===== src/include/plb_pkg.sv =====
// Purpose: Shared types and constants of the PLL mode and boot loader
// Assumes: 100 MHz core clock
// Notes: Strap decode and PLL ratio helpers live here
package plb_pkg;
  typedef struct packed {
    logic [1:0] pll_output_divider;
    logic [6:0] feedback;
    logic [5:0] refDiv;
  } plb_pll_t;

  typedef struct packed {
    logic valid;
    logic ctrl;
    logic [7:0] data;
  } plb_tok_t;

  typedef enum logic [2:0] {
    SRC_NONE, SRC_SPI, SRC_LINK, SRC_CHAN, SRC_OTP
  } plb_src_t;

  typedef enum logic [3:0] {
    S_LOCK, S_PICK, S_JTAG, S_DLY, S_ACK, S_SIZE, S_PROG, S_CRC,
    S_ENDIN, S_ENDOUT, S_RUN, S_FAIL
  } plb_state_t;

  localparam plb_pll_t PLB_PLL_M00 = '{2'h1, 7'h7a, 6'h00};
  localparam plb_pll_t PLB_PLL_M11 = '{2'h2, 7'h77, 6'h00};
  localparam plb_pll_t PLB_PLL_M10 = '{2'h2, 7'h31, 6'h00};
  localparam plb_pll_t PLB_PLL_M01 = '{2'h2, 7'h17, 6'h00};

  localparam int PLB_CLK_PERIOD_NS = 10;
  localparam int PLB_LINK_DLY_NS = 200;
  localparam int PLB_LINK_DLY_CYC =
    (PLB_LINK_DLY_NS + PLB_CLK_PERIOD_NS - 1) / PLB_CLK_PERIOD_NS;
  localparam int PLB_SPI_REF_CORE_KHZ = 400000;
  localparam int PLB_SPI_SCK_KHZ = 2500;
  localparam int PLB_SPI_HALF_CYC =
    PLB_SPI_REF_CORE_KHZ / PLB_SPI_SCK_KHZ / 2;

  localparam logic [7:0] PLB_SPI_READ_CMD = 8'h03;
  localparam logic [23:0] PLB_SPI_START_ADDR = 24'h000000;
  localparam logic [31:0] PLB_NULL_CHAN = 32'h0000ff02;
  localparam logic [7:0] PLB_CTRL_END = 8'h01;
  localparam logic [31:0] PLB_CRC_POLY = 32'hedb88320;
  localparam logic [31:0] PLB_CRC_INIT = 32'hffffffff;
  localparam logic [15:0] PLB_RAM_BASE = 16'h0000;
  localparam logic [15:0] PLB_OTP_BASE = 16'h0000;

  function automatic plb_pll_t plbPllDecode(input logic [1:0] mode);
    unique case (mode)
      2'b00: plbPllDecode = PLB_PLL_M00;
      2'b11: plbPllDecode = PLB_PLL_M11;
      2'b10: plbPllDecode = PLB_PLL_M10;
      2'b01: plbPllDecode = PLB_PLL_M01;
    endcase
  endfunction : plbPllDecode

  // Core/osc = (F+1) / (2*(R+1)*(divider+1))
  function automatic logic [9:0] plbPllDen(input plb_pll_t c);
    plbPllDen = 10'(({4'h0, c.refDiv} + 10'h1)
      * ({8'h0, c.pll_output_divider} + 10'h1) * 10'h2);
  endfunction : plbPllDen
endpackage : plb_pkg


===== src/rtl/plb_boot_loader.sv =====
// Purpose: PLL strap decode and boot loader of one tile
// Assumes: Link tokens arrive already decoded from the link layer
// Notes: Image is size word, program words, CRC word
//
// Contract
// - Mode straps pick four fixed PLL settings
// - Core clock ratio follows feedback/reference/divider
// - Software may rewrite PLL settings after start
// - Straps 00 wait for JTAG, 01 reserved
// - Tile0 boots link or SPI, tile1 chanend
// - Codes 110/111 boot each tile independently
// - Size and CRC words arrive low byte first
// - Program loads at RAM bottom, runs there
// - CRC-32 reflected over size and program
// - Serial clock is core rate over 160
// - Read command, zero address, clock mode 0
// - Boot bytes shift least significant bit first
// - SPI boot uses the fixed pins only
// - Link B enabled about 200 ns after start
// - Link drives outputs low, releases pull-downs
// - First word names the acknowledge channel
// - Image, END in, END out, free, jump
// - Secure boot reads OTP from address zero
// - Each tile owns its private OTP
// - Reset low async, then lock, then boot
module plb_boot_loader
  import plb_pkg::*;
#(
  parameter int RAM_AW = 16,
  parameter int OTP_AW = 13
) (
  input wire logic core_clk,
  input wire logic resetn,
  input wire logic pllLock,
  input wire logic [1:0] pllModeStrap,
  input wire logic [4:2] bootStrap,
  input wire logic tileId,
  input wire logic secureBoot,
  input wire logic swPllWe,
  input wire plb_pll_t swPllCfg,
  output plb_pll_t pllCfg_r,
  output logic [7:0] ratioNum_r,
  output logic [9:0] ratioDen_r,
  input wire logic spiMiso,
  output logic spiSck_r,
  output logic spiSelN_r,
  output logic spiMosi_r,
  output logic spiPinEn_r,
  output logic linkBEn_r,
  output logic intLinksEn_r,
  output logic linkPullDownEn_r,
  output logic bootLinkOutLine0_r,
  output logic bootLinkOutLine1_r,
  output logic bootLinkOutOe_r,
  input wire logic bootLinkInLine0,
  input wire logic bootLinkInLine1,
  output logic linkTraffic_r,
  input wire plb_tok_t tokIn,
  output plb_tok_t tokOut_r,
  output logic [31:0] tokOutDest_r,
  output logic chanEnd0Alloc_r,
  output logic otpRd_r,
  output logic [OTP_AW-1:0] otpAddr_r,
  input wire logic [7:0] otpData,
  input wire logic otpValid,
  output logic ramWe_r,
  output logic [RAM_AW-1:0] ramAddr_r,
  output logic [7:0] ramData_r,
  output logic runStart_r,
  output logic [RAM_AW-1:0] runPc_r,
  output logic waitJtag_r,
  output logic bootReserved_r,
  output logic bootFail_r
);
  initial begin
    if (RAM_AW < 4 || RAM_AW > 16) $error("RAM_AW out of range");
    if (OTP_AW < 1 || OTP_AW > 16) $error("OTP_AW out of range");
  end

  localparam int LinkDlyA = PLB_LINK_DLY_CYC;

  plb_state_t state_r;
  plb_src_t src_r;
  logic [7:0] dlyCnt_r;
  logic [1:0] byteIdx_r;
  logic [31:0] word_r;
  logic [31:0] ackChan_r;
  logic [31:0] sizeWord_r;
  logic [RAM_AW-1:0] ptr_r;
  logic [RAM_AW:0] left_r;
  logic otpPend_r;
  logic [31:0] crc;
  logic spiByteV;
  logic [7:0] spiByte;

  // Boot source decode from straps and secure flag
  wire code00 = bootStrap[3:2] == 2'b00;
  wire code01 = bootStrap[3:2] == 2'b01;
  wire isSpiCode = bootStrap[3:2] == 2'b11;
  wire indep = bootStrap[4];
  wire tile0 = !tileId;
  plb_src_t srcPick;
  assign srcPick = secureBoot ? SRC_OTP :
    (code00 || code01) ? SRC_NONE :
    (isSpiCode && (indep || tile0)) ? SRC_SPI :
    (indep || tile0) ? SRC_LINK : SRC_CHAN;

  // Byte stream selection
  wire loading = state_r == S_ACK || state_r == S_SIZE
    || state_r == S_PROG || state_r == S_CRC;
  wire fromTok = src_r == SRC_LINK || src_r == SRC_CHAN;
  wire spiRun = src_r == SRC_SPI && state_r inside {S_SIZE, S_PROG, S_CRC};
  wire otpLoad = src_r == SRC_OTP && loading;
  wire inV = fromTok ? tokIn.valid && !tokIn.ctrl :
    src_r == SRC_SPI ? spiByteV :
    src_r == SRC_OTP ? otpValid && otpPend_r : 1'b0;
  wire [7:0] inB = fromTok ? tokIn.data :
    src_r == SRC_SPI ? spiByte : otpData;
  wire take = inV && loading;
  wire lastByte = byteIdx_r == 2'h3;
  wire [31:0] wordNxt = {inB, word_r[31:8]};
  wire crcEn = take && (state_r == S_SIZE || state_r == S_PROG);
  wire crcClr = state_r == S_PICK;
  wire crcOk = ~crc == wordNxt;
  wire sizeBig = |wordNxt[31:RAM_AW-2];
  wire [RAM_AW:0] sizeBytes = {1'b0, wordNxt[RAM_AW-3:0], 2'b00};
  wire endTok = tokIn.valid && tokIn.ctrl && tokIn.data == PLB_CTRL_END;
  wire ackNull = ackChan_r == PLB_NULL_CHAN;
  wire otpIssue = otpLoad && !otpPend_r && !otpRd_r;
  plb_pll_t pllNxt;
  assign pllNxt = (state_r == S_LOCK) ? plbPllDecode(pllModeStrap) :
    (state_r == S_RUN && swPllWe) ? swPllCfg : pllCfg_r;

  plb_crc32 u_crc (
    .core_clk(core_clk),
    .resetn(resetn),
    .clr(crcClr),
    .en(crcEn),
    .din(inB),
    .crc_r(crc)
  );

  plb_spi_rx u_spi (
    .core_clk(core_clk),
    .resetn(resetn),
    .run(spiRun),
    .miso(spiMiso),
    .byteV_r(spiByteV),
    .byte_r(spiByte),
    .sck_r(spiSck_r),
    .selN_r(spiSelN_r),
    .mosi_r(spiMosi_r),
    .pinEn_r(spiPinEn_r)
  );

  // PLL settings and ratio
  always_ff @(posedge core_clk or negedge resetn) begin
    if (!resetn) begin
      pllCfg_r <= PLB_PLL_M00;
      ratioNum_r <= 8'h0;
      ratioDen_r <= 10'h0;
    end else begin
      pllCfg_r <= pllNxt;
      ratioNum_r <= {1'b0, pllNxt.feedback} + 8'h1;
      ratioDen_r <= plbPllDen(pllNxt);
    end
  end

  // OTP fetch, private to this tile
  always_ff @(posedge core_clk or negedge resetn) begin
    if (!resetn) begin
      otpRd_r <= 1'b0;
      otpPend_r <= 1'b0;
      otpAddr_r <= '0;
    end else begin
      otpRd_r <= otpIssue;
      if (otpRd_r) otpPend_r <= 1'b1;
      else if (otpValid) otpPend_r <= 1'b0;
      if (state_r == S_PICK) otpAddr_r <= OTP_AW'(PLB_OTP_BASE);
      else if (otpValid && otpPend_r) otpAddr_r <= otpAddr_r + 1'b1;
    end
  end

  // Link pins: outputs idle low, incoming lines watched
  always_ff @(posedge core_clk or negedge resetn) begin
    if (!resetn) begin
      linkTraffic_r <= 1'b0;
      bootLinkOutLine0_r <= 1'b0;
      bootLinkOutLine1_r <= 1'b0;
      bootLinkOutOe_r <= 1'b0;
      linkPullDownEn_r <= 1'b1;
    end else begin
      bootLinkOutLine0_r <= 1'b0;
      bootLinkOutLine1_r <= 1'b0;
      bootLinkOutOe_r <= linkBEn_r;
      linkPullDownEn_r <= !linkBEn_r;
      linkTraffic_r <= linkBEn_r && (bootLinkInLine0 || bootLinkInLine1);
    end
  end

  // Boot sequence
  always_ff @(posedge core_clk or negedge resetn) begin
    if (!resetn) begin
      state_r <= S_LOCK;
      src_r <= SRC_NONE;
      dlyCnt_r <= 8'h0;
      byteIdx_r <= 2'h0;
      word_r <= 32'h0;
      ackChan_r <= PLB_NULL_CHAN;
      sizeWord_r <= 32'h0;
      ptr_r <= '0;
      left_r <= '0;
      linkBEn_r <= 1'b0;
      intLinksEn_r <= 1'b0;
      chanEnd0Alloc_r <= 1'b0;
      tokOut_r <= '0;
      tokOutDest_r <= 32'h0;
      ramWe_r <= 1'b0;
      ramAddr_r <= '0;
      ramData_r <= 8'h0;
      runStart_r <= 1'b0;
      runPc_r <= '0;
      waitJtag_r <= 1'b0;
      bootReserved_r <= 1'b0;
      bootFail_r <= 1'b0;
    end else begin
      ramWe_r <= 1'b0;
      runStart_r <= 1'b0;
      tokOut_r <= '0;
      if (take) begin
        word_r <= wordNxt;
        byteIdx_r <= byteIdx_r + 2'h1;
      end
      unique case (state_r)
        S_LOCK: if (pllLock) state_r <= S_PICK;
        S_PICK: begin
          src_r <= srcPick;
          byteIdx_r <= 2'h0;
          ptr_r <= RAM_AW'(PLB_RAM_BASE);
          unique case (srcPick)
            SRC_NONE: begin
              waitJtag_r <= 1'b1;
              bootReserved_r <= code01;
              state_r <= S_JTAG;
            end
            SRC_LINK: begin
              dlyCnt_r <= 8'h0;
              state_r <= S_DLY;
            end
            SRC_CHAN: begin
              chanEnd0Alloc_r <= 1'b1;
              state_r <= S_ACK;
            end
            SRC_SPI, SRC_OTP: state_r <= S_SIZE;
          endcase
        end
        S_JTAG: state_r <= S_JTAG;
        S_DLY: begin
          dlyCnt_r <= dlyCnt_r + 8'h1;
          if (dlyCnt_r == 8'(PLB_LINK_DLY_CYC - 1)) begin
            linkBEn_r <= 1'b1;
            intLinksEn_r <= indep;
            chanEnd0Alloc_r <= 1'b1;
            state_r <= S_ACK;
          end
        end
        S_ACK: if (take && lastByte) begin
          ackChan_r <= wordNxt;
          state_r <= S_SIZE;
        end
        S_SIZE: if (take && lastByte) begin
          sizeWord_r <= wordNxt;
          left_r <= sizeBytes;
          if (sizeBig) begin
            bootFail_r <= 1'b1;
            state_r <= S_FAIL;
          end else begin
            state_r <= (wordNxt == 32'h0) ? S_CRC : S_PROG;
          end
        end
        S_PROG: if (take) begin
          ramWe_r <= 1'b1;
          ramAddr_r <= ptr_r;
          ramData_r <= inB;
          ptr_r <= ptr_r + 1'b1;
          left_r <= left_r - 1'b1;
          if (left_r == (RAM_AW + 1)'(1)) state_r <= S_CRC;
        end
        S_CRC: if (take && lastByte) begin
          if (!crcOk) begin
            bootFail_r <= 1'b1;
            state_r <= S_FAIL;
          end else if (fromTok) begin
            state_r <= S_ENDIN;
          end else begin
            runPc_r <= RAM_AW'(PLB_RAM_BASE);
            runStart_r <= 1'b1;
            state_r <= S_RUN;
          end
        end
        S_ENDIN: if (endTok) state_r <= S_ENDOUT;
        S_ENDOUT: begin
          tokOut_r <= '{!ackNull, 1'b1, PLB_CTRL_END};
          tokOutDest_r <= ackChan_r;
          chanEnd0Alloc_r <= 1'b0;
          runPc_r <= RAM_AW'(PLB_RAM_BASE);
          runStart_r <= 1'b1;
          state_r <= S_RUN;
        end
        S_RUN: state_r <= S_RUN;
        S_FAIL: state_r <= S_FAIL;
        default: state_r <= S_FAIL;
      endcase
    end
  end

  modeMap_a: assert property (@(posedge core_clk)
    disable iff (!resetn)
    state_r == S_LOCK |=> pllCfg_r == plbPllDecode($past(pllModeStrap)))
    else $error("PLL settings do not follow mode straps");
  swPll_a: assert property (@(posedge core_clk)
    disable iff (!resetn)
    state_r == S_RUN && swPllWe |=> pllCfg_r == $past(swPllCfg)
    ##1 ratioDen_r == plbPllDen($past(swPllCfg, 2)))
    else $error("software PLL write lost");
  jtagWait_a: assert property (@(posedge core_clk)
    disable iff (!resetn)
    state_r == S_PICK && !secureBoot && code00 |=> waitJtag_r
    && state_r == S_JTAG && !spiPinEn_r && !linkBEn_r)
    else $error("JTAG wait not entered");
  linkDly_a: assert property (@(posedge core_clk)
    disable iff (!resetn)
    $rose(state_r == S_DLY) |-> !linkBEn_r ##LinkDlyA linkBEn_r)
    else $error("link enable delay wrong");
  linkIdle_a: assert property (@(posedge core_clk)
    disable iff (!resetn)
    $rose(linkBEn_r) |=> bootLinkOutOe_r && !bootLinkOutLine0_r
    && !bootLinkOutLine1_r && !linkPullDownEn_r)
    else $error("link pins not idle low");
  sizeLsb_a: assert property (@(posedge core_clk)
    disable iff (!resetn)
    state_r == S_SIZE && take && lastByte
    |=> sizeWord_r[31:24] == $past(inB))
    else $error("size word byte order wrong");
  ramBase_a: assert property (@(posedge core_clk)
    disable iff (!resetn)
    $rose(state_r == S_PROG) ##0 take |=> ramWe_r && ramAddr_r == '0)
    else $error("program not loaded at RAM bottom");
  runGood_a: assert property (@(posedge core_clk)
    disable iff (!resetn)
    runStart_r |-> runPc_r == '0 && !bootFail_r && $past(ramWe_r, 1) == 1'b0)
    else $error("start without clean CRC");
  endSeq_a: assert property (@(posedge core_clk)
    disable iff (!resetn)
    tokOut_r.valid |-> tokOut_r.ctrl && tokOut_r.data == PLB_CTRL_END
    && $past(state_r) == S_ENDOUT && !chanEnd0Alloc_r && runStart_r)
    else $error("END token out of sequence");
  otpStart_a: assert property (@(posedge core_clk)
    disable iff (!resetn)
    $rose(otpLoad) |-> ##1 otpRd_r && otpAddr_r == '0)
    else $error("OTP read not from address zero");
endmodule : plb_boot_loader


===== src/rtl/plb_crc32.sv =====
// Purpose: Byte-wise reflected CRC-32 accumulator
// Assumes: One byte per enable
// Notes: Final residue is inverted by the caller
module plb_crc32
  import plb_pkg::*;
(
  input wire logic core_clk,
  input wire logic resetn,
  input wire logic clr,
  input wire logic en,
  input wire logic [7:0] din,
  output logic [31:0] crc_r
);
  function automatic logic [31:0] crcByte(input logic [31:0] c,
                                          input logic [7:0] d);
    logic [31:0] x;
    x = c ^ {24'h0, d};
    for (int i = 0; i < 8; i++) begin
      x = x[0] ? ((x >> 1) ^ PLB_CRC_POLY) : (x >> 1);
    end
    crcByte = x;
  endfunction : crcByte

  wire [31:0] crcNxt = crcByte(crc_r, din);

  always_ff @(posedge core_clk or negedge resetn) begin
    if (!resetn) begin
      crc_r <= PLB_CRC_INIT;
    end else if (clr) begin
      crc_r <= PLB_CRC_INIT;
    end else if (en) begin
      crc_r <= crcNxt;
    end
  end
endmodule : plb_crc32


===== src/rtl/plb_spi_rx.sv =====
// Purpose: SPI mode 0 master that reads a byte stream from flash
// Assumes: run stays high for the whole read
// Notes: Command and address go out MSB first, data comes in LSB first
module plb_spi_rx
  import plb_pkg::*;
#(
  parameter int HALF = PLB_SPI_HALF_CYC
) (
  input wire logic core_clk,
  input wire logic resetn,
  input wire logic run,
  input wire logic miso,
  output logic byteV_r,
  output logic [7:0] byte_r,
  output logic sck_r,
  output logic selN_r,
  output logic mosi_r,
  output logic pinEn_r
);
  initial begin
    if (HALF < 1 || HALF > 255) $error("HALF out of range");
  end

  logic act_r;
  logic tx_r;
  logic [7:0] div_r;
  logic [4:0] bit_r;
  logic [2:0] rxCnt_r;
  logic [31:0] txSh_r;
  logic [7:0] rx_r;
  wire tick = act_r && (div_r == 8'(HALF - 1));
  wire rise = tick && !sck_r;
  wire fall = tick && sck_r;
  wire [7:0] rxNxt = {miso, rx_r[7:1]};

  always_ff @(posedge core_clk or negedge resetn) begin
    if (!resetn) begin
      act_r <= 1'b0;
      tx_r <= 1'b0;
      div_r <= 8'h0;
      bit_r <= 5'h0;
      rxCnt_r <= 3'h0;
      txSh_r <= 32'h0;
      rx_r <= 8'h0;
      byte_r <= 8'h0;
      byteV_r <= 1'b0;
      sck_r <= 1'b0;
      selN_r <= 1'b1;
      mosi_r <= 1'b0;
      pinEn_r <= 1'b0;
    end else begin
      byteV_r <= 1'b0;
      pinEn_r <= run;
      if (!run) begin
        act_r <= 1'b0;
        selN_r <= 1'b1;
        sck_r <= 1'b0;
      end else if (!act_r) begin
        act_r <= 1'b1;
        tx_r <= 1'b1;
        selN_r <= 1'b0;
        div_r <= 8'h0;
        bit_r <= 5'h0;
        rxCnt_r <= 3'h0;
        txSh_r <= {PLB_SPI_READ_CMD, PLB_SPI_START_ADDR};
        mosi_r <= PLB_SPI_READ_CMD[7];
      end else begin
        div_r <= tick ? 8'h0 : div_r + 8'h1;
        if (tick) sck_r <= !sck_r;
        if (fall && tx_r) begin
          txSh_r <= {txSh_r[30:0], 1'b0};
          mosi_r <= txSh_r[30];
          bit_r <= bit_r + 5'h1;
          if (bit_r == 5'h1f) tx_r <= 1'b0;
        end
        if (rise && !tx_r) begin
          rx_r <= rxNxt;
          rxCnt_r <= rxCnt_r + 3'h1;
          if (rxCnt_r == 3'h7) begin
            byte_r <= rxNxt;
            byteV_r <= 1'b1;
          end
        end
      end
    end
  end

  spiIdle_a: assert property (@(posedge core_clk)
    disable iff (!resetn)
    selN_r |-> !sck_r) else $error("clock not idle low");
  spiRate_a: assert property (@(posedge core_clk)
    disable iff (!resetn)
    $changed(sck_r) && !selN_r |-> $past(div_r) == 8'(HALF - 1))
    else $error("serial clock edge off rate");
endmodule : plb_spi_rx


===== config.mk =====
export PLATFORM = sky130hd
export DESIGN_NAME = plb_boot_loader
export DESIGN_NICKNAME = d
export VERILOG_FILES = /design/src/include/plb_pkg.sv /design/src/rtl/plb_boot_loader.sv /design/src/rtl/plb_crc32.sv /design/src/rtl/plb_spi_rx.sv
export SDC_FILE = /design/constraint.sdc
export NUM_CORES = 1
export LEC_CHECK = 0
export BUFFER_PORTS_ARGS = -buffer_cell sky130_fd_sc_hd__clkbuf_2
export CELL_PAD_IN_SITES_DETAIL_PLACEMENT = 1
export CELL_PAD_IN_SITES_GLOBAL_PLACEMENT = 1
export CORE_MARGIN = 4
export CORE_UTILIZATION = 49
export DETAILED_ROUTE_END_ITERATION = 12
export MAX_ROUTING_LAYER = met4
export PLACE_DENSITY_LB_ADDON = 0.12
export SYNTH_ARGS = -nofsm -noshare
export SYNTH_HDL_FRONTEND = slang
export SYNTH_HIERARCHICAL = 1
export SYNTH_SLANG_ARGS = --single-unit

===== constraint.sdc =====
create_clock -name core_clk -period 10.5 [get_ports core_clk]
set_input_delay 1.575 -clock core_clk [delete_from_list [all_inputs] [get_ports core_clk]]
set_output_delay 1.575 -clock core_clk [all_outputs]
set_load 0.05 [all_outputs]

==> flow_summary.ini, run 1 <==
[run_status]
status = finished, final reports clean

[run]
maxCapViolations = 0

[place]
placed_cells = 1974
io_buffers = 167
gp_congestion = 0.819
placed_area_um2 = 16200
post-dp-hpwl_um = 29300

[clock_tree]
clk_pin_slew_ns = 0.06
cts-root-buf = clkbuf_16
cts.sinks = 298
htreeDepth = 2
post_cts_buffers = 0
insertion_delay_ns = 0.52
cts_resized = 0
numCtsBuffers = 35
cts_tree = done
ctsHoldBuffers = 0
clockBufferDepth = 3

[worst_setup_path]
slowest_stage = fa_1
r2r-end = ratioDen_r[9]
worstSetupPathType = primary input to flop
critPathMaxFanout = 13
worstReg2RegStart = state_r[3]
crit_required_ns = 10.89
reg2reg_depth = 19
max_stage_delay_ns = 0.46
crit_chain = clkbuf_2 -> nand2_1 -> mux2i_1 -> a21o_1 -> inv_1 -> ha_1 -> nand2_1 -> fa_1 -> inv_1 -> ha_1 -> inv_1 -> fa_1 -> inv_1 -> a21oi_1 -> o21bai_1 -> a21o_1 -> a21oi_1 -> xor2_1 -> xnor2_1
cp-start-kind = primary input
path_buf_inv = 5
critPathTopFamily = adder cells
critPathCaptureType = flop
crit_arrival_ns = 5.26
cp_common_cell = inv_1
rrSetupSlack_ns = 5.66

[global_routing]
grtUsageTotal_pct = 25.3
grt_pass1_wl_um = 67800
antenna_found_initial = 0
grt_pass1_vias = 12308
overflow = 0
grt_max_degree = 164

[timing]
hold_violations = 0
setup_tns_ns = 0
clock.fmax_mhz = 205
period_share_pct = 46.4
fin_crit_ns = 4.87
finalMaxSlewViolations = 0
worstMarginPinSlew_ns = 1.15
skew_ns = 0.0133
finalSetupViolations = 0
holdWs_ns = 0.417
rsz0062_at_grt = no
slew_headroom_pct = 23.0

[drt]
routedWlPerCell_um = 20.5
num_vias = 11548
first_pass_iters = 4
post-route-drc-count = 0
drt_iter0_markers = 654
ant_nets = 0
drt-total-wl_um = 41800
vias_per_cell = 5.67

[finish]
area_growth_pct = 14.0
nets = 1696
fin_cells = 2037
drive_gt1_share_pct = 23.3
n_antenna_cell = 0
fin_area_um2 = 17300

[synthesis]
synth-seq-cells = 298
synth-async-reset-ratio_pct = 100
ys_top_cells_by_area = dfrtp_1 41%, dfstp_2 8.5%, nand2_1 5.5%
seq_area_frac_synth_pct = 49.5
syn_area_um2 = 15200
synth_area_leader_cell = dfrtp_1
synth.avg_cell_area_um2 = 10.4
ys_warn_count = 6
yosys.area.top_type_share_pct = 41.0
synth_cells = 1467
ys.flop_type = dfrtp_1
synth_cell_types = 91
yosysMostFrequentCell = dfrtp_1
synthTopCellsByCount = 249 x dfrtp_1, 223 x nand2_1, 82 x a21oi_1, 80 x nor2_1, 78 x o21ai_0
synth_edf_count = 0

[floorplan]
die_h_um = 184
initial_utilization_pct = 49.7
die_x_um = 184
ios = 194
core_area_um2 = 30600
dieArea_um2 = 33900
row_count = 64

[min_path]
hold_path.startpoint = linkBEn_r
hold_depth = 0
hold_end = bootLinkOutOe_r
hp-class = flop to flop

[pwr]
power_mw = 5.33
swShare_pct = 41.3
combinationalPowerShare_pct = 46.6
p_clk_share_pct = 22.5
p_int_mw = 3.13
p_per_area_nw_per_um2 = 308
p_sw_mw = 2.20
p_leak_nw = 8.36
ir_drop_mv = 0.264
seqPwrFrac_pct = 30.9
worst reg2reg max path: cells and delay by family (launching register included):
family / cells / cell delay, ns
DFF: 1 / 0.75
and+or+nand+nor: 4 / 1.19
AOI/OAI and AO/OA: 4 / 0.49
xor gates and xnor gates: 3 / 0.56
buffers and inverters: 3 / 0.20
adders and majority gates: 4 / 1.29
muxes: 1 / 0.24
registers in the layout, summed over array words and instances, names as in the netlist, 2 cells and up:
register	cells
left_r	17
word_r	24
u_spi/bit_r	5
ramData_r	8
dlyCnt_r	8
otpAddr_r	13
tokOutDest_r	32
ratioDen_r	9
u_spi/rx_r	7
tokOut_r	2
u_crc/crc_r	32
pllCfg_r	15
ratioNum_r	8
src_r	3
state_r	4
u_spi/div_r	8
ramAddr_r	16
byteIdx_r	2
u_spi/byte_r	8
u_spi/rxCnt_r	3
ackChan_r	32
u_spi/txSh_r	7
ptr_r	16
metrics by stage:
stage               util, %  setup slack [ns]
floorplan                 -              5.77
global placement       52.9              5.20
detailed placement     52.9              5.06
CTS                    56.6              5.59
global route           56.6              5.30
finish                 56.6              5.63
kinds of logic after synthesis:
group / after synthesis / synth area share [%]
flip-flops: 298 / 49.5
XOR/XNOR: 132 / 8.62
buffers and inverters: 142 / 4.70
adder cells (fa/ha/maj): 33 / 3.01
AND/OR/NAND/NOR: 520 / 17.3
multiplexers: 95 / 6.89
other: 1 / 0.0247
AO/OA/AOI/OAI: 246 / 9.93
cells in the final DEF (no fill, tap or decap), drive strengths merged, types with 6 or more instances in the layout:
cell    Yosys  routed
o221ai      6       6
conb        1      26
clkbuf     26     224
nand4      27      27
a22oi       6       6
and2       10      10
inv        53      54
xnor2      82      82
and3       14      14
ha         27      27
or3        16      16
mux2       76      76
o31ai       6       6
fa          6       6
mux2i      19      19
xor2       48      48
o21ai     100     100
dfrtp     249     249
dfstp      49      49
nand2b     13      13
nor3       28      28
nor4       19      19
nand3      34      34
a21oi      85      85
a21o        8       8
nand2     224     224
buf        62       8
nor2       82      82
or2        15      15
or4b        6       6
worst max path at each step:
stage	start	endpoint	slack, ns	cells past startpoint
floorplan	swPllWe	ratioDen_r[9]	5.77	19
global placement	swPllWe	ratioDen_r[9]	5.20	19
detailed placement	swPllWe	ratioDen_r[9]	5.06	19
CTS	swPllWe	ratioDen_r[9]	5.59	19
global route	swPllWe	ratioDen_r[9]	5.30	19
finish	swPllWe	ratioDen_r[9]	5.63	19
area by class of cell:
type | count | area [um2]
sequential | 298 | 7520
inverter | 54 | 203
clock inverter | 5 | 70.1
multi-input combinational | 1052 | 7060
timing repair buffer | 174 | 911
fill | 3416 | 13300
clock buffer | 58 | 1060
tap | 396 | 495
per-layer routing:
layer	track usage (%)	vias up	part of all wire (%)	wire (um)
li1	-	5295	-	-
met1	34.0	5975	45	18900
met2	41.5	211	49	20500
met3	3.24	67	3.5	1470
met4	5.89	0	2.2	899
met5	-	-	0	0
power groups by stage:
| stage | Clock [mW] | Sequential, mW | Combinational, mW |
|---|---|---|---|
| floorplan | 0 | 1.80 | 1.75 |
| global placement | 0 | 1.65 | 2.38 |
| detailed placement | 0 | 1.66 | 2.47 |
| CTS | 1.22 | 1.65 | 2.50 |
| global route | 1.28 | 1.68 | 2.70 |
| finish | 1.20 | 1.65 | 2.48 |
(Power assumes the default switching activity.)
==> run 2: changes to the inputs <==
--- a/config.mk
+++ b/config.mk
@@ -5,11 +5,12 @@
 export SDC_FILE = /design/constraint.sdc
 export NUM_CORES = 1
 export LEC_CHECK = 0
+export ABC_AREA = 1
 export BUFFER_PORTS_ARGS = -buffer_cell sky130_fd_sc_hd__clkbuf_2
 export CELL_PAD_IN_SITES_DETAIL_PLACEMENT = 1
 export CELL_PAD_IN_SITES_GLOBAL_PLACEMENT = 1
 export CORE_MARGIN = 4
-export CORE_UTILIZATION = 49
+export CORE_UTILIZATION = 44
 export DETAILED_ROUTE_END_ITERATION = 12
 export MAX_ROUTING_LAYER = met4
 export PLACE_DENSITY_LB_ADDON = 0.12
==> constraint.sdc (replaced) <==
create_clock -name core_clk -period 4.88 [get_ports core_clk]
set_input_delay 0.732 -clock core_clk [delete_from_list [all_inputs] [get_ports core_clk]]
set_output_delay 0.732 -clock core_clk [all_outputs]
set_load 0.05 [all_outputs]
==> flow_summary.ini, run 2 <==
[run_status]
status = finished, final reports clean

[global_routing]
grtUsageTotal_pct = 25.7
overflow = 0
grt_max_degree = 114
grt_pass1_vias = 14690
antenna_found_initial = 1
grt_pass1_wl_um = 79200

[clock_tree]
cts-root-buf = clkbuf_16
cts_resized = 0
cts.sinks = 298
clockBufferDepth = 3
clk_pin_slew_ns = 0.06
insertion_delay_ns = 0.55
cts_tree = done
numCtsBuffers = 37
htreeDepth = 2
ctsHoldBuffers = 0
post_cts_buffers = 0

[pwr]
power_mw = 5.86
p_int_mw = 4.38
seqPwrFrac_pct = 42.5
p_clk_share_pct = 49.8
p_per_area_nw_per_um2 = 316
ir_drop_mv = 0.244
swShare_pct = 25.2
p_sw_mw = 1.48
combinationalPowerShare_pct = 7.6
p_leak_nw = 9.68

[floorplan]
core_area_um2 = 35700
dieArea_um2 = 39500
die_h_um = 199
initial_utilization_pct = 44.8
row_count = 69
die_x_um = 199
ios = 194

[synthesis]
synth_cells = 2021
yosys.area.top_type_share_pct = 38.9
synth_edf_count = 0
yosysMostFrequentCell = nand2_1
syn_area_um2 = 16000
ys_top_cells_by_area = dfrtp_1 39%, nand2_1 14%, dfstp_2 8.0%
synth_area_leader_cell = dfrtp_1
seq_area_frac_synth_pct = 46.9
ys.flop_type = dfrtp_1
synth-seq-cells = 298
synth-async-reset-ratio_pct = 100
ys_warn_count = 6
synthTopCellsByCount = 583 x nand2_1, 266 x inv_1, 249 x dfrtp_1, 163 x nor2_1, 152 x o21ai_0
synth.avg_cell_area_um2 = 7.93
synth_cell_types = 64

[timing]
holdWs_ns = 0.255
skew_ns = 0.0198
finalMaxSlewViolations = 0
fin_crit_ns = 4.16
clock.fmax_mhz = 240
setup_tns_ns = 0
slew_headroom_pct = 37.3
rsz0062_at_grt = no
period_share_pct = 85.3
worstMarginPinSlew_ns = 0.940
finalSetupViolations = 0
hold_violations = 0

[worst_setup_path]
crit_arrival_ns = 4.58
critPathTopFamily = simple AND/OR/NAND/NOR gates
slowest_stage = fa_1
rrSetupSlack_ns = 0.72
cp_common_cell = nand2_1
max_stage_delay_ns = 0.49
reg2reg_depth = 21
critPathLaunch = state_r[0]
crit_chain = nor2_4 -> inv_2 -> nor2_2 -> nor2_1 -> nor3_2 -> ha_1 -> nand2_1 -> nand2_1 -> nand2_1 -> inv_1 -> nand2_1 -> fa_1 -> inv_1 -> ha_1 -> nand2_1 -> nor2_1 -> a211oi_1 -> nor2_1 -> o21ai_0 -> nand2_1 -> xor2_1
r2r-end = ratioDen_r[8]
worstSetupPathType = flop to flop
critPathMaxFanout = 13
crit_required_ns = 5.30
critPathCaptureType = flop
path_buf_inv = 3
worstReg2RegStart = state_r[0]
cp-start-kind = flop

[drt]
vias_per_cell = 5.19
post-route-drc-count = 0
routedWlPerCell_um = 18.2
drt_iter0_markers = 640
num_vias = 13933
drt-total-wl_um = 48900
first_pass_iters = 5
ant_nets = 0

[finish]
area_growth_pct = 15.7
reg_top3 = ackChan_r x32, tokOutDest_r x32, u_crc/crc_r x32
nets = 2274
drive_gt1_share_pct = 17.6
fill_cells = 4471
final_common_cell = nand2_1
final_cell_mix = 583 x nand2_1, 266 x inv_1, 249 x dfrtp_1
fin_cells = 2684

[place]
gp_congestion = 0.916
post-dp-hpwl_um = 35900
io_buffers = 167
placed_cells = 2615

[run]
maxCapViolations = 0

[min_path]
hp-class = primary input to async pin
## run 2: kinds of logic after synthesis
group / after synthesis / share of synthesized area, %
compound gates: 294 / 10.4
xor+xnor: 55 / 3.41
simple gates: 977 / 26.8
mux: 1 / 0.0625
fa+ha+maj: 33 / 2.86
flops: 298 / 46.9
buf+inv: 362 / 9.54
other cells: 1 / 0.0234
## run 2: area by class of cell
class / instances / area (um2) / area share [%]
flip-flops and latches: 298 / 7520 / 40.6
clock inverters: 16 / 246 / 1.33
well taps: 461 / 577 / 3.11
repair buffers: 180 / 968 / 5.23
multi-input cells: 1386 / 7070 / 38.2
clock buffers: 52 / 1050 / 5.69
diodes: 1 / 2.50 / 0.0135
inverters: 290 / 1090 / 5.88
## run 2: power by group through the flow
stage | Clock [mW] | Combinational (mW) | Sequential (mW)
after floorplan | 0 | 0.262 | 2.57
after global placement | 0 | 0.436 | 2.54
after detailed placement | 0 | 0.446 | 2.54
after CTS | 2.99 | 0.449 | 2.49
after global routing | 3.10 | 0.492 | 2.49
final | 2.92 | 0.447 | 2.49
## run 2: worst max path at each step
stage	endpoint	slack, ns	depth (start not counted)
after floorplan	ratioDen_r[8]	1.32	18
after global placement	ratioDen_r[8]	0.66	21
after detailed placement	ratioDen_r[8]	0.53	19
after CTS	ratioDen_r[8]	0.66	19
after global routing	ratioDen_r[8]	0.32	21
final	ratioDen_r[8]	0.72	21
## run 2: worst register-to-register path, delay by kind of cell, from the launching register on
| family | cells | cell delay, ns |
|---|---|---|
| XOR/XNOR | 1 | 0.15 |
| buffers and inverters | 3 | 0.17 |
| adder cells (fa/ha/maj) | 3 | 1.15 |
| AO/OA/AOI/OAI | 2 | 0.46 |
| AND/OR/NAND/NOR | 12 | 1.65 |
| flip-flops | 1 | 0.46 |
## run 2: through the flow
step	utilization (%)	setup slack [ns]	instance area, um2
6_report	51.8	0.717	18500
5_1_grt	51.8	0.318	18500
2_1_floorplan	-	1.32	16100
4_1_cts	51.8	0.661	18500
3_5_place_dp	48.2	0.526	17200
3_3_place_gp	48.2	0.661	17200
## run 2: routing by layer
layer	track usage (%)	up-vias	part of all wire [%]
met5	-	-	0
met4	8.28	0	3.2
met3	3.49	82	3.5
met2	43.5	208	50
met1	31.9	6938	43
li1	-	6705	-
==> run 3: changes to the inputs <==
--- a/config.mk
+++ b/config.mk
@@ -5,16 +5,14 @@
 export SDC_FILE = /design/constraint.sdc
 export NUM_CORES = 1
 export LEC_CHECK = 0
-export ABC_AREA = 1
 export BUFFER_PORTS_ARGS = -buffer_cell sky130_fd_sc_hd__clkbuf_2
 export CELL_PAD_IN_SITES_DETAIL_PLACEMENT = 1
 export CELL_PAD_IN_SITES_GLOBAL_PLACEMENT = 1
 export CORE_MARGIN = 4
-export CORE_UTILIZATION = 44
+export CORE_UTILIZATION = 45
 export DETAILED_ROUTE_END_ITERATION = 12
 export MAX_ROUTING_LAYER = met4
 export PLACE_DENSITY_LB_ADDON = 0.12
 export SYNTH_ARGS = -nofsm -noshare
 export SYNTH_HDL_FRONTEND = slang
-export SYNTH_HIERARCHICAL = 1
 export SYNTH_SLANG_ARGS = --single-unit
==> constraint.sdc (replaced) <==
create_clock -name core_clk -period 4.6 [get_ports core_clk]
set_input_delay 0.69 -clock core_clk [delete_from_list [all_inputs] [get_ports core_clk]]
set_output_delay 0.69 -clock core_clk [all_outputs]
set_load 0.05 [all_outputs]
==> flow_summary.ini, run 3 <==
[drt]
vias_per_cell = 5.36
first_pass_iters = 5
post-route-drc-count = 0
ant_nets = 0
drt_iter0_markers = 549
drt-total-wl_um = 40200
num_vias = 11199
routedWlPerCell_um = 19.2

[floorplan]
dieArea_um2 = 35500
die_x_um = 188
core_area_um2 = 31800
die_h_um = 188
initial_utilization_pct = 46.0
row_count = 65
ios = 194

[synthesis]
synthTopCellsByCount = 329 x nand2_1, 249 x dfrtp_1, 87 x o21ai_0, 79 x nor2_1, 70 x xor2_1
synth_edf_count = 0
seq_area_frac_synth_pct = 51.4
ys_warn_count = 0
synth-seq-cells = 298
synth-async-reset-ratio_pct = 100
synth_area_leader_cell = dfrtp_1
ys_top_cells_by_area = dfrtp_1 43%, dfstp_2 8.8%, nand2_1 8.4%
yosysMostFrequentCell = nand2_1
syn_area_um2 = 14600
synth_cells = 1450
synth_cell_types = 69
yosys.area.top_type_share_pct = 42.6
synth.avg_cell_area_um2 = 10.1
ys.flop_type = dfrtp_1

[timing]
holdWs_ns = 0.218
setup_slack_ns = 0.471
rsz0062_at_grt = no
clock.fmax_mhz = 242
fin_crit_ns = 4.13
period_share_pct = 89.8
finalSetupViolations = 0
finalMaxSlewViolations = 0
slew_headroom_pct = 29.6
skew_ns = 0.0188
worstMarginPinSlew_ns = 1.05
hold_violations = 0
setup_tns_ns = 0

[finish]
final_common_cell = nand2_1
n_antenna_cell = 0
final_cell_mix = 329 x nand2_1, 249 x dfrtp_1, 166 x clkbuf_2
reg_top3 = ackChan_r x32, tokOutDest_r x32, u_crc.crc_r x32
final_core_util_pct = 54.1
area_growth_pct = 17.5
fill_cells = 3552
regArea_um2 = 7520
fin_cells = 2091
nets = 1710
drive_gt1_share_pct = 23.9
multiInputGateArea_um2 = 6720

[pwr]
p_per_area_nw_per_um2 = 438
p_leak_nw = 8.24
ir_drop_mv = 0.435

[worst_setup_path]
slowest_stage = fa_1
path_buf_inv = 3
reg2reg_depth = 19
crit_required_ns = 5.03
max_stage_delay_ns = 0.51
crit_chain = buf_4 -> nor2_2 -> nand2_1 -> nor2_1 -> a21o_1 -> inv_1 -> ha_2 -> nand2_1 -> fa_1 -> inv_1 -> ha_1 -> fa_1 -> a21oi_1 -> nor2_1 -> nor2_1 -> o21bai_1 -> a21oi_1 -> xnor2_1 -> xnor2_1
critPathMaxFanout = 14
critPathCaptureType = flop
path_depth = 19
cp_common_cell = nor2_1
crit_arrival_ns = 4.56
cp-start-kind = flop
worstSetupPathType = flop to flop
critPathTopFamily = adder cells

[global_routing]
grt_max_degree = 104
grtUsageTotal_pct = 23.4
grt_pass1_vias = 12049
grt_pass1_wl_um = 66100
overflow = 0
antenna_found_initial = 0

[clock_tree]
cts_tree = done
htreeDepth = 2
insertion_delay_ns = 0.52
cts-root-buf = clkbuf_16
clk_pin_slew_ns = 0.06
numCtsBuffers = 35
cts.sinks = 298
clockBufferDepth = 3

[place]
io_buffers = 167
post-dp-hpwl_um = 28300
placed_cells = 2024
gp_congestion = 0.877
pre_cts_ws_ns = 0.101

[run_status]
status = finished, final reports clean

[run]
maxCapViolations = 0

[min_path]
hp-class = primary input to async pin
run 3: where the power goes:
group,internal (mW),total (mW),switching (mW)
sequential,2.79,2.87,0.0799
clock,1.74,2.85,1.12
combinational,0.531,1.80,1.27
total,5.06,7.53,2.47
run 3: path summary, 6_finish.rpt:
kind,slack [ns],to,from
min in group core_clk,0.40,linkTraffic_r,bootLinkInLine0
max reg2reg,0.47,ratioDen_r[9],state_r[2]
min reg2reg,0.41,bootLinkOutOe_r,linkBEn_r
max,0.47,ratioDen_r[9],state_r[2]
min,0.22,tokOutDest_r[16],resetn
max in group asynchronous,3.29,pllCfg_r[9],resetn
run 3: timing repair:
item / 4_1_cts / 5_1_grt
setup buffers: 0 / 3
resized for setup: 0 / 5
hold endpoints to repair: 0 / 0
setup endpoints to repair: 0 / 1
hold buffers: 0 / 0
run 3: cells by family after synthesis:
| family | count (synthesis) | share of synthesized area, % |
|---|---|---|
| AOI/OAI and AO/OA | 221 | 9.98 |
| xor gates and xnor gates | 147 | 9.95 |
| muxes | 53 | 4.02 |
| adders and majority gates | 33 | 3.13 |
| DFF | 298 | 51.4 |
| and+or+nand+nor | 580 | 17.8 |
| other | 1 | 0.0256 |
| buffers and inverters | 117 | 3.75 |
run 3: per-stage QoR:
step | cell area (um2) | power [mW]
2_1_floorplan | 14700 | 4.21
3_3_place_gp | 16000 | 4.65
3_5_place_dp | 16000 | 4.70
4_1_cts | 17200 | 7.60
5_1_grt | 17200 | 7.91
6_report | 17200 | 7.53
run 3: layout make-up:
class | instances | share of cell area (%)
clock buffer | 51 | 5.79
tap | 435 | 3.16
inverter | 31 | 0.676
multi-input combinational | 1060 | 39.1
clock inverter | 13 | 1.03
sequential | 298 | 43.7
timing repair buffer | 203 | 6.56
run 3: per-layer routing:
metal / global-route usage, % / vias to the layer above / share of wire [%]
met2: 37.6 / 251 / 47
met5: - / - / 0
li1: - / 5231 / -
met4: 4.57 / 0 / 1.6
met3: 4.15 / 50 / 4.8
met1: 31.7 / 5667 / 46
